<file path="config.mk">
export PLATFORM = sky130hd
export DESIGN_NAME = clock_power_ctrl
export DESIGN_NICKNAME = d
export VERILOG_FILES = /design/src/rtl/clock_power_pkg.sv /design/src/rtl/osc_edge_tracker.sv /design/src/rtl/clock_power_ctrl.sv
export SDC_FILE = /design/constraint.sdc
export NUM_CORES = 1
export LEC_CHECK = 0
export BUFFER_PORTS_ARGS = -buffer_cell sky130_fd_sc_hd__buf_2
export CAP_MARGIN = 5
export CORE_MARGIN = 4
export CORE_UTILIZATION = 55
export DETAILED_ROUTE_END_ITERATION = 8
export HOLD_SLACK_MARGIN = 0.05
export PLACE_DENSITY_LB_ADDON = 0.05
export SKIP_LAST_GASP = 1
export SYNTH_ARGS = -nofsm -noshare
export SYNTH_HDL_FRONTEND = slang
export SYNTH_SLANG_ARGS = --single-unit
</file>
<file path="constraint.sdc">
create_clock -name sys_clk -period 2.8 [get_ports sys_clk]
set_clock_uncertainty 0.1 [all_clocks]
set_input_delay 0.56 -clock sys_clk [delete_from_list [all_inputs] [get_ports sys_clk]]
set_output_delay 0.56 -clock sys_clk [all_outputs]
set_load 0.02 [all_outputs]
</file>
<file path="src/rtl/clock_power_pkg.sv">
// Shared constants and types for the system clock and power mode controller
package clock_power_pkg;

    // Clock rates
    localparam int SYS_CLK_HZ = 100_000_000;
    localparam int FAST_OSC_HZ = 8_000_000;
    localparam int SLOW_OSC_HZ = 32_000;

    // Half periods of each oscillator in sys_clk cycles, rounded down
    localparam int FAST_HALF_CYCLES = SYS_CLK_HZ / (2 * FAST_OSC_HZ);
    localparam int SLOW_HALF_CYCLES = SYS_CLK_HZ / (2 * SLOW_OSC_HZ);

    // Quiet time, in half periods, after which an oscillator counts as lost
    localparam int EDGE_TIMEOUT_HALVES = 4;
    localparam int FAST_EDGE_TIMEOUT_CYCLES = EDGE_TIMEOUT_HALVES * FAST_HALF_CYCLES;
    localparam int SLOW_EDGE_TIMEOUT_CYCLES = EDGE_TIMEOUT_HALVES * SLOW_HALF_CYCLES;

    // Edges seen before an oscillator is treated as stable
    localparam logic [7:0] FAST_STABLE_EDGES = 8'h20;
    localparam logic [7:0] SLOW_STABLE_EDGES = 8'h04;

    // Register offsets
    localparam logic [7:0] MODE_CTRL_ADDR = 8'h00;
    localparam logic [7:0] MODE_CTRL_EXT_ADDR = 8'h01;
    localparam logic [7:0] MODE_STATUS_ADDR = 8'h02;

    // Field positions in the mode control register
    localparam int DIV_SEL_LSB = 5;
    localparam int SLOW_READY_BIT = 3;
    localparam int FAST_READY_BIT = 2;
    localparam int IDLE_ON_HALT_BIT = 1;
    localparam int FAST_SEL_BIT = 0;
    // Field position in the extended mode control register
    localparam int KEEP_SYSCLK_BIT = 7;

    // Values after reset
    localparam logic [2:0] DIV_SEL_RESET = 3'h0;
    localparam logic IDLE_ON_HALT_RESET = 1'b1;
    localparam logic FAST_SEL_RESET = 1'b1;
    localparam logic KEEP_SYSCLK_RESET = 1'b0;

    // Divider select codes at or below this pick the slow clock
    localparam logic [2:0] DIV_SEL_SLOW_MAX = 3'h1;
    // Divide shift is this minus the divider select code
    localparam logic [3:0] DIV_SHIFT_BASE = 4'h8;

    // Operating modes, one-hot
    typedef enum logic [5:0] {
        MODE_NORMAL = 6'h01,
        MODE_SLOW = 6'h02,
        MODE_IDLE_STOPPED = 6'h04,
        MODE_IDLE_RUNNING = 6'h08,
        MODE_STOP_WATCHDOG = 6'h10,
        MODE_DEEP_STOP = 6'h20
    } mode_t;

    // Register port request
    typedef struct packed {
        logic [7:0] addr;
        logic [7:0] wdata;
        logic wr;
        logic rd;
    } reg_req_t;

    // Generated clocks
    typedef struct packed {
        logic system_clock;
        logic cpu_clock;
        logic timebase_clock;
        logic watchdog_clock;
    } clk_out_t;

    // Oscillator enables
    typedef struct packed {
        logic fast_osc_enable;
        logic slow_osc_enable;
    } osc_ctrl_t;

endpackage

</file>
<file path="src/rtl/osc_edge_tracker.sv">
// Oscillator pin synchroniser, edge detector and stability tracker
`timescale 1ns/100ps
module osc_edge_tracker #(
    parameter logic [7:0] STABLE_EDGES = 8'h04,
    parameter int EDGE_TIMEOUT = 24
) (
    // Clock and reset
    input wire logic sys_clk,
    input wire logic reset_n,
    // Oscillator pin and its enable
    input wire logic osc_pin,
    input wire logic osc_enable,
    // Edge pulse and ready level
    output logic osc_edge,
    output logic osc_ready
);
    import clock_power_pkg::*;

    typedef struct packed {
        logic sync1;
        logic sync2;
        logic prev;
        logic edge_seen;
        logic ready;
        logic [7:0] stable_cnt;
        logic [15:0] quiet_cnt;
    } track_state_t;

    track_state_t r_reg;
    track_state_t r_next;

    // Edge counting, stability and loss detection
    always_comb begin
        r_next = r_reg;
        r_next.sync1 = osc_pin;
        r_next.sync2 = r_reg.sync1;
        r_next.prev = r_reg.sync2;
        r_next.edge_seen = osc_enable && (r_reg.sync2 != r_reg.prev);
        if (!osc_enable) begin
            r_next.stable_cnt = 8'h00;
            r_next.quiet_cnt = 16'h0000;
            r_next.ready = 1'b0;
        end else if (r_reg.sync2 != r_reg.prev) begin
            r_next.quiet_cnt = 16'h0000;
            if (r_reg.stable_cnt != STABLE_EDGES) begin
                r_next.stable_cnt = r_reg.stable_cnt + 8'h01;
            end else begin
                r_next.ready = 1'b1;
            end
        end else if (r_reg.quiet_cnt == 16'(EDGE_TIMEOUT)) begin
            r_next.stable_cnt = 8'h00; // Oscillator lost, start over
            r_next.ready = 1'b0;
        end else begin
            r_next.quiet_cnt = r_reg.quiet_cnt + 16'h0001;
        end
    end

    // State register
    always_ff @(posedge sys_clk or negedge reset_n) begin
        if (!reset_n) begin
            r_reg <= '0;
        end else begin
            r_reg <= r_next;
        end
    end

    // Outputs
    assign osc_edge = r_reg.edge_seen;
    assign osc_ready = r_reg.ready;

endmodule

</file>
<file path="src/rtl/clock_power_ctrl.sv">
// System clock selection and operating mode controller
// Operation
// - Fast clock from internal 8MHz RC oscillator
// - Slow clock from internal 32kHz RC oscillator
// - Slow oscillator also clocks watchdog and timebase
// - System clock: fast, fast/2..64, or slow
// - Timebase clock derived from slow oscillator
// - Moving to slow clock stops fast oscillator
// - Normal mode: CPU on fast or divided fast clock
// - Slow mode: CPU on slow clock, fast off
// - Halt with idle off enters a sleep mode
// - Deep stop halts all clocks and watchdog
// - Stop-with-watchdog keeps slow oscillator for watchdog
// - Halt, idle on, keep off: idle stopped
// - Idle stopped: system clock off, timebase runs
// - Halt, idle on, keep on: idle running
// - Idle running: system clock on, CPU off
// - Divider select codes map slow or fast/64..2
// - Fast select high picks undivided fast clock
`timescale 1ns/100ps
module clock_power_ctrl #(
    parameter int SLOW_TIMEOUT_CYCLES = clock_power_pkg::SLOW_EDGE_TIMEOUT_CYCLES
) (
    // Clock and reset
    input wire logic sys_clk,
    input wire logic reset_n,
    // Register port
    input wire clock_power_pkg::reg_req_t reg_req,
    output logic [7:0] reg_rdata,
    // Oscillator pins and enables
    input wire logic fast_rc_osc,
    input wire logic slow_rc_osc,
    output clock_power_pkg::osc_ctrl_t osc_ctrl,
    // CPU and watchdog controls
    input wire logic halt_req,
    input wire logic wake_req,
    input wire logic watchdog_enable,
    // Generated clocks and mode
    output clock_power_pkg::clk_out_t clk_out,
    output clock_power_pkg::mode_t mode_status
);
    import clock_power_pkg::*;

    typedef struct packed {
        mode_t mode;
        logic [2:0] divider_select;
        logic idle_on_halt;
        logic fast_clock_select;
        logic keep_sysclk_in_idle;
        logic active_fast;
        logic [2:0] active_shift;
        logic [5:0] div_cnt;
        clk_out_t clk;
        osc_ctrl_t osc;
        logic [7:0] rdata;
    } ctrl_state_t;

    ctrl_state_t r_reg;
    ctrl_state_t r_next;

    logic fast_edge;
    logic fast_ready;
    logic slow_edge;
    logic slow_ready;

    // True when the selection needs the fast oscillator
    function automatic logic needs_fast(input logic fcs, input logic [2:0] sel);
        needs_fast = fcs || (sel > DIV_SEL_SLOW_MAX);
    endfunction

    // Divide shift: 0 undivided, 6..1 for /64../2
    function automatic logic [2:0] target_shift(input logic fcs, input logic [2:0] sel);
        if (fcs || sel <= DIV_SEL_SLOW_MAX) begin
            target_shift = 3'h0;
        end else begin
            target_shift = 3'(DIV_SHIFT_BASE - {1'b0, sel});
        end
    endfunction

    // Mask of low divider bits for a shift
    function automatic logic [5:0] div_mask(input logic [2:0] shift);
        div_mask = 6'((7'h01 << shift) - 7'h01);
    endfunction

    // Fast oscillator tracker
    osc_edge_tracker #(
        .STABLE_EDGES(FAST_STABLE_EDGES),
        .EDGE_TIMEOUT(FAST_EDGE_TIMEOUT_CYCLES)
    ) fast_tracker (
        .sys_clk(sys_clk),
        .reset_n(reset_n),
        .osc_pin(fast_rc_osc),
        .osc_enable(r_reg.osc.fast_osc_enable),
        .osc_edge(fast_edge),
        .osc_ready(fast_ready)
    );

    // Slow oscillator tracker
    osc_edge_tracker #(
        .STABLE_EDGES(SLOW_STABLE_EDGES),
        .EDGE_TIMEOUT(SLOW_TIMEOUT_CYCLES)
    ) slow_tracker (
        .sys_clk(sys_clk),
        .reset_n(reset_n),
        .osc_pin(slow_rc_osc),
        .osc_enable(r_reg.osc.slow_osc_enable),
        .osc_edge(slow_edge),
        .osc_ready(slow_ready)
    );

    logic run_mode;
    logic want_fast;
    logic [2:0] want_shift;
    logic src_toggle;
    logic sys_run;
    logic cpu_run;
    logic tb_run;
    logic wd_run;
    logic [5:0] mask;
    logic src_on;

    // Next state: registers, source switch, mode, clocks
    always_comb begin
        r_next = r_reg;
        r_next.rdata = 8'h00;
        run_mode = (r_reg.mode == MODE_NORMAL) || (r_reg.mode == MODE_SLOW);

        // Register writes and reads
        if (reg_req.wr) begin
            if (reg_req.addr == MODE_CTRL_ADDR) begin
                r_next.divider_select = reg_req.wdata[DIV_SEL_LSB +: 3];
                r_next.idle_on_halt = reg_req.wdata[IDLE_ON_HALT_BIT];
                r_next.fast_clock_select = reg_req.wdata[FAST_SEL_BIT];
            end else if (reg_req.addr == MODE_CTRL_EXT_ADDR) begin
                r_next.keep_sysclk_in_idle = reg_req.wdata[KEEP_SYSCLK_BIT];
            end
        end else if (reg_req.rd) begin
            if (reg_req.addr == MODE_CTRL_ADDR) begin
                r_next.rdata[DIV_SEL_LSB +: 3] = r_reg.divider_select;
                r_next.rdata[SLOW_READY_BIT] = slow_ready;
                r_next.rdata[FAST_READY_BIT] = fast_ready;
                r_next.rdata[IDLE_ON_HALT_BIT] = r_reg.idle_on_halt;
                r_next.rdata[FAST_SEL_BIT] = r_reg.fast_clock_select;
            end else if (reg_req.addr == MODE_CTRL_EXT_ADDR) begin
                r_next.rdata[KEEP_SYSCLK_BIT] = r_reg.keep_sysclk_in_idle;
            end else if (reg_req.addr == MODE_STATUS_ADDR) begin
                r_next.rdata = {2'h0, r_reg.mode};
            end
        end

        // Requested source, applied at a low phase once stable
        want_fast = needs_fast(r_reg.fast_clock_select, r_reg.divider_select);
        want_shift = target_shift(r_reg.fast_clock_select, r_reg.divider_select);
        r_next.div_cnt = fast_edge ? r_reg.div_cnt + 6'h01 : r_reg.div_cnt;
        if (run_mode && !r_reg.clk.system_clock
                && (want_fast != r_reg.active_fast || want_shift != r_reg.active_shift)
                && (want_fast ? fast_ready : slow_ready)) begin
            r_next.active_fast = want_fast;
            r_next.active_shift = want_shift;
            r_next.div_cnt = 6'h00;
        end

        // Mode sequencing
        case (r_reg.mode)
            MODE_NORMAL, MODE_SLOW: begin
                if (halt_req && !r_reg.idle_on_halt) begin
                    r_next.mode = watchdog_enable ? MODE_STOP_WATCHDOG : MODE_DEEP_STOP;
                end else if (halt_req && !r_reg.keep_sysclk_in_idle) begin
                    r_next.mode = MODE_IDLE_STOPPED;
                end else if (halt_req) begin
                    r_next.mode = MODE_IDLE_RUNNING;
                end else begin
                    r_next.mode = r_next.active_fast ? MODE_NORMAL : MODE_SLOW;
                end
            end
            MODE_IDLE_STOPPED, MODE_IDLE_RUNNING, MODE_STOP_WATCHDOG, MODE_DEEP_STOP: begin
                if (wake_req) begin
                    r_next.mode = r_reg.active_fast ? MODE_NORMAL : MODE_SLOW;
                end
            end
            default: begin
                r_next.mode = MODE_NORMAL;
            end
        endcase

        // Oscillator enables for the coming mode
        r_next.osc.slow_osc_enable = (r_next.mode != MODE_DEEP_STOP)
            && !(r_next.mode == MODE_STOP_WATCHDOG && !watchdog_enable);
        r_next.osc.fast_osc_enable =
            (((r_next.mode == MODE_NORMAL) || (r_next.mode == MODE_SLOW))
                && (r_next.active_fast || want_fast))
            || ((r_next.mode == MODE_IDLE_RUNNING) && r_next.active_fast);

        // Selected source ticks
        mask = div_mask(r_reg.active_shift);
        src_toggle = r_reg.active_fast ? (fast_edge && ((r_reg.div_cnt & mask) == mask))
                                       : slow_edge;
        sys_run = (r_reg.mode == MODE_NORMAL) || (r_reg.mode == MODE_SLOW)
            || (r_reg.mode == MODE_IDLE_RUNNING);
        cpu_run = run_mode;
        tb_run = (r_reg.mode != MODE_DEEP_STOP) && (r_reg.mode != MODE_STOP_WATCHDOG);
        wd_run = r_reg.osc.slow_osc_enable && watchdog_enable;

        // Clocks stop after a high phase, or at once when their oscillator is off
        src_on = r_reg.active_fast ? r_reg.osc.fast_osc_enable : r_reg.osc.slow_osc_enable;
        if (!src_on) begin
            r_next.clk.system_clock = 1'b0;
        end else if (src_toggle) begin
            r_next.clk.system_clock = sys_run ? !r_reg.clk.system_clock : 1'b0;
        end
        r_next.clk.cpu_clock = r_next.clk.system_clock
            && (r_reg.clk.cpu_clock || (cpu_run && !r_reg.clk.system_clock));
        if (!r_reg.osc.slow_osc_enable) begin
            r_next.clk.timebase_clock = 1'b0;
            r_next.clk.watchdog_clock = 1'b0;
        end else if (slow_edge) begin
            r_next.clk.timebase_clock = tb_run ? !r_reg.clk.timebase_clock : 1'b0;
            r_next.clk.watchdog_clock = wd_run ? !r_reg.clk.watchdog_clock : 1'b0;
        end
    end

    // State register
    always_ff @(posedge sys_clk or negedge reset_n) begin
        if (!reset_n) begin
            r_reg <= '0;
            r_reg.mode <= MODE_NORMAL;
            r_reg.divider_select <= DIV_SEL_RESET;
            r_reg.idle_on_halt <= IDLE_ON_HALT_RESET;
            r_reg.fast_clock_select <= FAST_SEL_RESET;
            r_reg.keep_sysclk_in_idle <= KEEP_SYSCLK_RESET;
            r_reg.active_fast <= 1'b1;
            r_reg.osc.fast_osc_enable <= 1'b1;
            r_reg.osc.slow_osc_enable <= 1'b1;
        end else begin
            r_reg <= r_next;
        end
    end

    // Outputs
    assign reg_rdata = r_reg.rdata;
    assign osc_ctrl = r_reg.osc;
    assign clk_out = r_reg.clk;
    assign mode_status = r_reg.mode;
endmodule

</file>
==> flow_summary.toml, run 1 <==
[global_route]
antenna_found_initial = 0
grtUsageTotal_pct = 19.1
grt_max_degree = 42
grt_pass1_wl_mm = 17.3
grt_pass1_vias = 3703
gr-total-overflow = 0

[timing]
tightestPinTransition_ps = 630
hold_viol_final = 0
finalSetupViolCount = 0
rsz0062_at_grt = "no"
fin_ws_ps = 468
finalCritPeriodShare_pct = 83.3
min_period_ps = 2330
max_freq_mhz = 429
finalMaxSlewViolations = 0
tns_ps = 0
relSlewSlack_pct = 57.5

[final_layout]
diodes = 0
finalNetCount = 583
syn_to_final_growth_pct = 6.83
drive_gt1_share_pct = 15.4

[clock_network]
post_cts_buffers = 0
cts_tree = "built"
worstSkewPairLatency_ps = 360
htreeDepth = 3
path_clk_slew_ps = 90
cts_buffers = 9
cts_root_buf = "clkbuf_8"
cts.sinks = 94
postCtsResizedCells = 0
cts_hold_buffers = 1
cts.path.max_buffers = 2

[power]
clkPwrFrac_pct = 27.0
power_frac_seq_pct = 47.9
p_leak_uw = 0.00244
irDropWorstVdd_uv = 480
finalPower_uw = 3610
internal-power_uw = 2400
p_sw_share_pct = 33.5
p_sw_uw = 1210
comb_power_share_pct = 25.1
p_per_area_mw_per_mm2 = 663

[yosys]
synth.most_common_cell = "dfrtp_1"
synthesis.nets = 563
synth_top_cell_by_area = "dfrtp_1"
syn-cell-area_sq_mm = 0.00509
synth_seq_area_share_pct = 46.3
synth_commonest_cells = "dfrtp_1, nor2_1, nand2_1"
async_flop_share_pct = 100
ys_ff_latch = 94
syn_inst = 526
syn_avg_cell_area_sq_um = 9.69
synth_edf_count = 0
synth_area_leaders = "dfrtp_1, nor2_1, xor2_1, dfstp_2, buf_4"
synth_flop_cell = "dfrtp_1"
ys_warn_count = 0
netlist.area_leader.share_pct = 43.2
ys_types = 62

[routing]
wl_per_cell_um = 14.8
ant_nets = 0
drt_iter0_drc = 115
vias = 3766
route.detailed.drc = 0
wirelength_mm = 9.77
viasPerCell = 5.71
drt_first_pass_iters = 4

[setup_path]
critPathMaxFanout = 9
required_ps = 2940
crit_type = "reg -> reg"
critPathLaunchType = "flop"
reg2reg_slack_ps = 470
worst_setup_path_end_kind = "flop"
r2r_cells = 4
worstPathArrival_ps = 2480

[run]
drv_cap = 0

[floorplan]
die_y_um = 104
die_w_um = 104
die-area_sq_mm = 0.0109
rows = 34
core_area_sq_mm = 0.00885
ioPinCount = 45
start_util_pct = 57.6

[place]
gp_congestion = 0.830
preCtsSetupSlack_ps = 482
port_buffers = 41
hpwl_mm = 7.07

[worst_hold_path]
hp-class = "in -> reg"
whs_path_depth = 1

[status]
outcome = "complete, no violations"
## stage by stage
step           std cells  hold slack (ps)  area, sq um  util [%]
5_1_grt              659              173         5440      61.5
3_3_place_gp         642              234         5220      59.0
3_5_place_dp         642              238         5220      59.0
2_1_floorplan        526              164         5090         -
6_report             659              202         5440      61.5
4_1_cts              659              184         5440      61.5
## routing by layer
| layer | track usage (%) | up-vias | share of wire [%] |
|---|---|---|---|
| li1 | - | 1852 | - |
| met1 | 26.5 | 1834 | 49 |
| met2 | 30.5 | 66 | 47 |
| met3 | 4.28 | 14 | 3.4 |
| met4 | 4.75 | 0 | 1.2 |
| met5 | 0 | - | 0 |
## final cells by class
type	instances	area [sq um]
clock buffer	11	131
clock inverter	5	82.6
fill	785	3410
inverter	20	75.1
multi-input combinational	374	2390
sequential	94	2360
tap	108	135
timing repair buffer	47	268
## cells in the final DEF, fill, tap and decap left out, types with 6 or more instances in the layout
cell type,n
a21oi_1,19
nand4_1,11
nand3_1,26
xnor2_1,17
o21ai_0,27
ha_1,12
mux2_2,7
inv_1,20
xor2_1,26
nor2b_1,9
o31ai_1,6
nor2_1,67
and3_1,6
dfstp_2,6
buf_2,40
nor3_1,10
clkbuf_8,9
nor4_1,9
mux2i_1,10
nand2_1,41
dfrtp_1,88
## path summary, 6_finish.rpt
kind                                                      to                         startpoint
max                                    r_reg[20]$_DFFE_PN0N_           mode_status[2]$_DFF_PN0_
min                        slow_tracker.r_next[27]$_DFF_PN0_                        slow_rc_osc
max reg2reg                            r_reg[20]$_DFFE_PN0N_           mode_status[2]$_DFF_PN0_
min reg2reg                slow_tracker.r_next[26]$_DFF_PN0_  slow_tracker.r_next[27]$_DFF_PN0_
max in group asynchronous           mode_status[0]$_DFF_PN1_                            reset_n
min in group asynchronous  fast_tracker.r_reg[5]$_DFFE_PN0P_                            reset_n
## power by group through the flow
| stage | combinational (uW) | sequential (uW) | clock, uW |
|---|---|---|---|
| 2_1_floorplan | 828 | 1650 | 0 |
| 3_3_place_gp | 879 | 1750 | 0 |
| 3_5_place_dp | 907 | 1760 | 0 |
| 4_1_cts | 916 | 1730 | 1010 |
| 5_1_grt | 1020 | 1760 | 1070 |
| 6_report | 905 | 1730 | 975 |
## worst max-delay path, stage by stage, from the launching register on
cell and delay [ps]:
dfrtp_1 490, or4_4 600, or3_4 410, a21oi_4 290, mux2_4 330
## cells by family after synthesis
family | synth area share, %
AND/OR/NAND/NOR | 21.1
flip-flops | 46.3
AO/OA/AOI/OAI | 11.1
buffers and inverters | 6.75
XOR/XNOR | 7.39
multiplexers | 4.40
adder cells (fa/ha/maj) | 2.95
Note: power is estimated with default switching activity, not from simulation.
==> run 2, diff against run 1 <==
- CORE_UTILIZATION: 55 -> 54
- clock period: 2.8 -> 2 ns (I/O delays scaled with it)
==> flow_summary.toml, run 2 (same netlist as run 1, synthesis figures left out) <==
[status]
outcome = "finished, violations left"
violations = "setup timing"

[worst_hold_path]
min-delay-start = "reg_req[10]"
whs_path_depth = 2
whs_endpoint = "reg_rdata[6]$_DFF_PN0_"
hp-class = "in -> reg"

[floorplan]
die_y_um = 105
rows = 35
core_area_sq_mm = 0.00920
die-area_sq_mm = 0.0111
ioPinCount = 45
die_w_um = 105
start_util_pct = 55.4

[clock_network]
htreeDepth = 3
cts.sinks = 94
cts.path.max_buffers = 2
cts_buffers = 9
path_clk_slew_ps = 90
cts_tree = "built"
worstSkewPairLatency_ps = 350
cts_root_buf = "clkbuf_8"

[timing]
tightestPinTransition_ps = 495
hold_viol_final = 0
fin_ws_ps = -84.0
finalMaxSlewViolations = 0
tns_ps = -416
min_period_ps = 2080
relSlewSlack_pct = 66.7
max_freq_mhz = 480
finalSetupViolCount = 11
finalCritPeriodShare_pct = 104
rsz0062_at_grt = "yes"

[routing]
viasPerCell = 5.54
wirelength_mm = 10.3
vias = 3920
drt_first_pass_iters = 4
ant_nets = 0
drt_iter0_drc = 156
route.detailed.drc = 0
wl_per_cell_um = 14.6

[global_route]
grtUsageTotal_pct = 19.3
grt_pass1_wl_mm = 17.7
grt_max_degree = 41
gr-total-overflow = 0
antenna_found_initial = 0
grt_pass1_vias = 3831

[setup_path]
critPathLaunchType = "flop"
reg2reg_slack_ps = -80
reg2reg_from = "mode_status[2]$_DFF_PN0_"
worstPathArrival_ps = 2220
worst_setup_path_end_kind = "flop"
r2r-end = "r_reg[20]$_DFFE_PN0N_"
crit_type = "reg -> reg"
r2r_cells = 4
critPathMaxFanout = 4
required_ps = 2140

[final_layout]
final_cell_mix = "dfrtp_1, nor2_1, buf_4"
stdcell_area_sq_mm = 0.00599
finalNetCount = 629
layout_commonest_cell = "dfrtp_1"
syn_to_final_growth_pct = 17.6
drive_gt1_share_pct = 25.8
diodes = 0
n_fill_cell = 752
final_cells = 708

[run]
drv_cap = 0

[place]
hpwl_mm = 7.29
port_buffers = 41
dpl-instance-area_sq_mm = 0.00553
preCtsSetupSlack_ps = -90.1
dp_cells = 682
gp_congestion = 0.856

[power]
irDropWorstVdd_uv = 676
finalPower_uw = 5500
p_per_area_mw_per_mm2 = 919
p_leak_uw = 0.00274
[run 2: cell count changes in the layout (fill, tap and decap cells not counted), moves of 3 or more]
cell	delta
buf_6	+4
buf_4	+39
a21oi_1	-3
ha_4	+3
inv_1	-3
inv_2	+3
ha_1	-3
a21oi_2	+3
[run 2: power breakdown]
group | internal (uW) | switching [uW]
Combinational | 799 | 946
Clock | 745 | 666
Sequential | 2110 | 234
[run 2: per-stage QoR]
| stage | hold WS, ps | util [%] |
|---|---|---|
| finish | 177 | 65.1 |
| global route | 157 | 65.1 |
| CTS | 162 | 64.2 |
| detailed placement | 237 | 60.1 |
| global placement | 233 | 60.1 |
| floorplan | 4.41 | - |
[run 2: worst max path at each step]
stage / startpoint / end / slack (ps) / cells past startpoint
2_1_floorplan: mode_status[2]$_DFF_PN0_ / r_reg[20]$_DFFE_PN0N_ / -220 / 5
3_3_place_gp: reg_req[15] / r_reg[28]$_DFFE_PN0P_ / -50 / 7
3_5_place_dp: r_reg[28]$_DFFE_PN0P_ / r_reg[15]$_DFFE_PN0P_ / -90 / 7
4_1_cts: mode_status[2]$_DFF_PN0_ / r_reg[20]$_DFFE_PN0N_ / -70 / 4
5_1_grt: r_reg[29]$_DFFE_PN0P_ / r_reg[18]$_DFFE_PN0P_ / -160 / 5
6_report: mode_status[2]$_DFF_PN0_ / r_reg[20]$_DFFE_PN0N_ / -80 / 4
[run 2: what timing repair did]
| item | 4_1_cts | 5_1_grt |
|---|---|---|
| endpoints found under the setup margin | 15 | 19 |
| endpoints found under the hold margin | 31 | 0 |
| resized for setup | 16 | 17 |
| cloned | 0 | 0 |
| setup buffers | 6 | 1 |
| hold buffers | 3 | 0 |
| pin swaps | 7 | 5 |
[run 2: worst max-delay path, stage by stage, from the launching register on]
cell and delay [ps]:
dfrtp_1 380, or4_4 540, or3_4 400, a21oi_4 230, mux2_4 320
[run 2: metal layers]
metal	part of all wire, %	vias to the layer above	global-route usage [%]
li1	-	1948	-
met4	1.0	0	6.00
met3	2.3	9	2.41
met5	0	-	0
met2	46	62	30.2
met1	50	1901	28.2
[run 2: final cells by class]
| class | count | area [sq um] | share of cell area (%) |
|---|---|---|---|
| sequential | 94 | 2360 | 39.4 |
| clock inverter | 5 | 82.6 | 1.38 |
| tap | 111 | 139 | 2.32 |
| timing repair buffer | 93 | 646 | 10.8 |
| multi-input combinational | 374 | 2550 | 42.5 |
| clock buffer | 11 | 141 | 2.36 |
| inverter | 20 | 75.1 | 1.25 |
==> run 3, diff against run 2 <==
- SETUP_SLACK_MARGIN: not set -> 0.1
==> flow_summary.toml, run 3 (same netlist as run 1, synthesis figures left out) <==
[status]
outcome = "finished, violations left"
violations = "setup timing"

[clock_network]
cts_tree = "built"
path_clk_slew_ps = 90
cts_root_buf = "clkbuf_8"
worstSkewPairLatency_ps = 360
cts.sinks = 94
htreeDepth = 3
cts_buffers = 9
cts.path.max_buffers = 2

[routing]
drt_iter0_drc = 138
drt_first_pass_iters = 7
route.detailed.drc = 0
viasPerCell = 5.52
wirelength_mm = 10.1
wl_per_cell_um = 14.4
vias = 3864
ant_nets = 0

[setup_path]
reg2reg_from = "mode_status[2]$_DFF_PN0_"
crit_type = "reg -> reg"
required_ps = 2150
critPathMaxFanout = 4
crit_family = "simple AND/OR/NAND/NOR gates"
critPathBufInv = 0
worstPathArrival_ps = 2230
crit_path_top_delay_cell = "or4_4"
reg2reg_slack_ps = -70
slowest_delay_ps = 540
r2r-end = "r_reg[21]$_DFFE_PN0N_"
path_depth = 4
critPathLaunchType = "flop"
r2r_cells = 4
crit_chain = "or4_4 > or3_4 > a21oi_4 > mux2_4"
worst_setup_path_end_kind = "flop"

[global_route]
grtUsageTotal_pct = 19.0
grt_pass1_vias = 3692
grt_pass1_wl_mm = 17.2
grt_max_degree = 38
antenna_found_initial = 0
gr-total-overflow = 0

[power]
p_leak_uw = 0.00269
finalPower_uw = 5430
p_per_area_mw_per_mm2 = 911
irDropWorstVdd_uv = 619

[final_layout]
layout_commonest_cell = "dfrtp_1"
syn_to_final_growth_pct = 17.1
fin_util_pct = 64.9
drive_gt1_share_pct = 26.0
final_cells = 700
finalNetCount = 621
n_fill_cell = 746
final_cell_mix = "dfrtp_1, nor2_1, nand2_1"
diodes = 0
stdcell_area_sq_mm = 0.00597

[place]
port_buffers = 41
dp_cells = 673
dpl-instance-area_sq_mm = 0.00550
gp_congestion = 0.869
hpwl_mm = 7.16

[timing]
finalCritPeriodShare_pct = 104
rsz0062_at_grt = "yes"
tightestPinTransition_ps = 571
relSlewSlack_pct = 61.6
max_freq_mhz = 482
finalMaxSlewViolations = 0
min_period_ps = 2070
holdWs_ps = 161
fin_ws_ps = -73.0
finalSetupViolCount = 9
hold_viol_final = 0

[worst_hold_path]
whs_path_depth = 2
hp-class = "in -> reg"
whs_endpoint = "mode_status[5]$_DFF_PN0_"
min-delay-start = "watchdog_enable"

[floorplan]
die_y_um = 105
rows = 35
core_area_sq_mm = 0.00920
die-area_sq_mm = 0.0111
start_util_pct = 55.4
ioPinCount = 45
die_w_um = 105

[run]
drv_cap = 0
==> run 3: routing by layer <==
layer  part of all wire (%)  track usage [%]  vias to the layer above
met4                    1.7             6.75                        0
met5                      0                0                        -
li1                       -                -                     1924
met1                     47             26.2                     1857
met3                    3.1             2.72                       15
met2                     48             30.5                       68
==> run 3: how the worst max path moves through the flow <==
stage	start	end	slack [ps]
after CTS	mode_status[2]$_DFF_PN0_	r_reg[21]$_DFFE_PN0N_	-80
after detailed placement	reg_req[15]	r_reg[27]$_DFFE_PN0P_	-120
after global placement	reg_req[15]	r_reg[29]$_DFFE_PN0P_	-90
after floorplan	mode_status[2]$_DFF_PN0_	r_reg[20]$_DFFE_PN0N_	-220
final	mode_status[2]$_DFF_PN0_	r_reg[21]$_DFFE_PN0N_	-70
after global routing	mode_status[2]$_DFF_PN0_	r_reg[22]$_DFFE_PN0N_	-130
==> run 3: cell type report <==
cell class              count  area [sq um]  share of cell area (%)
clock buffers               9           124                    2.08
clock inverters             7          96.3                    1.61
inverters                  20          75.1                    1.26
multi-input cells         374          2590                    43.5
flip-flops and latches     94          2360                    39.6
well taps                 111           139                    2.33
repair buffers             85           578                    9.69
==> run 3: repair_timing <==
| action | 4_1_cts | 5_1_grt |
|---|---|---|
| endpoints found under the setup margin | 16 | 34 |
| gates resized for setup | 14 | 20 |
| hold endpoints to repair | 26 | 0 |
| buffers inserted | 7 | 1 |
| pin swaps | 9 | 9 |
| hold buffers | 3 | 0 |
==> run 3: per-stage QoR <==
stage	setup slack, ps	setup TNS [ps]
5_1_grt	-134	-1080
2_1_floorplan	-217	-664
6_report	-73.0	-275
4_1_cts	-79.0	-528
3_3_place_gp	-89.0	-680
3_5_place_dp	-121	-1010
==> run 3: where the power goes <==
group / internal (uW) / switching, uW / total (uW)
sequential: 2110 / 241 / 2350
clock: 711 / 684 / 1400
combinational: 777 / 907 / 1680
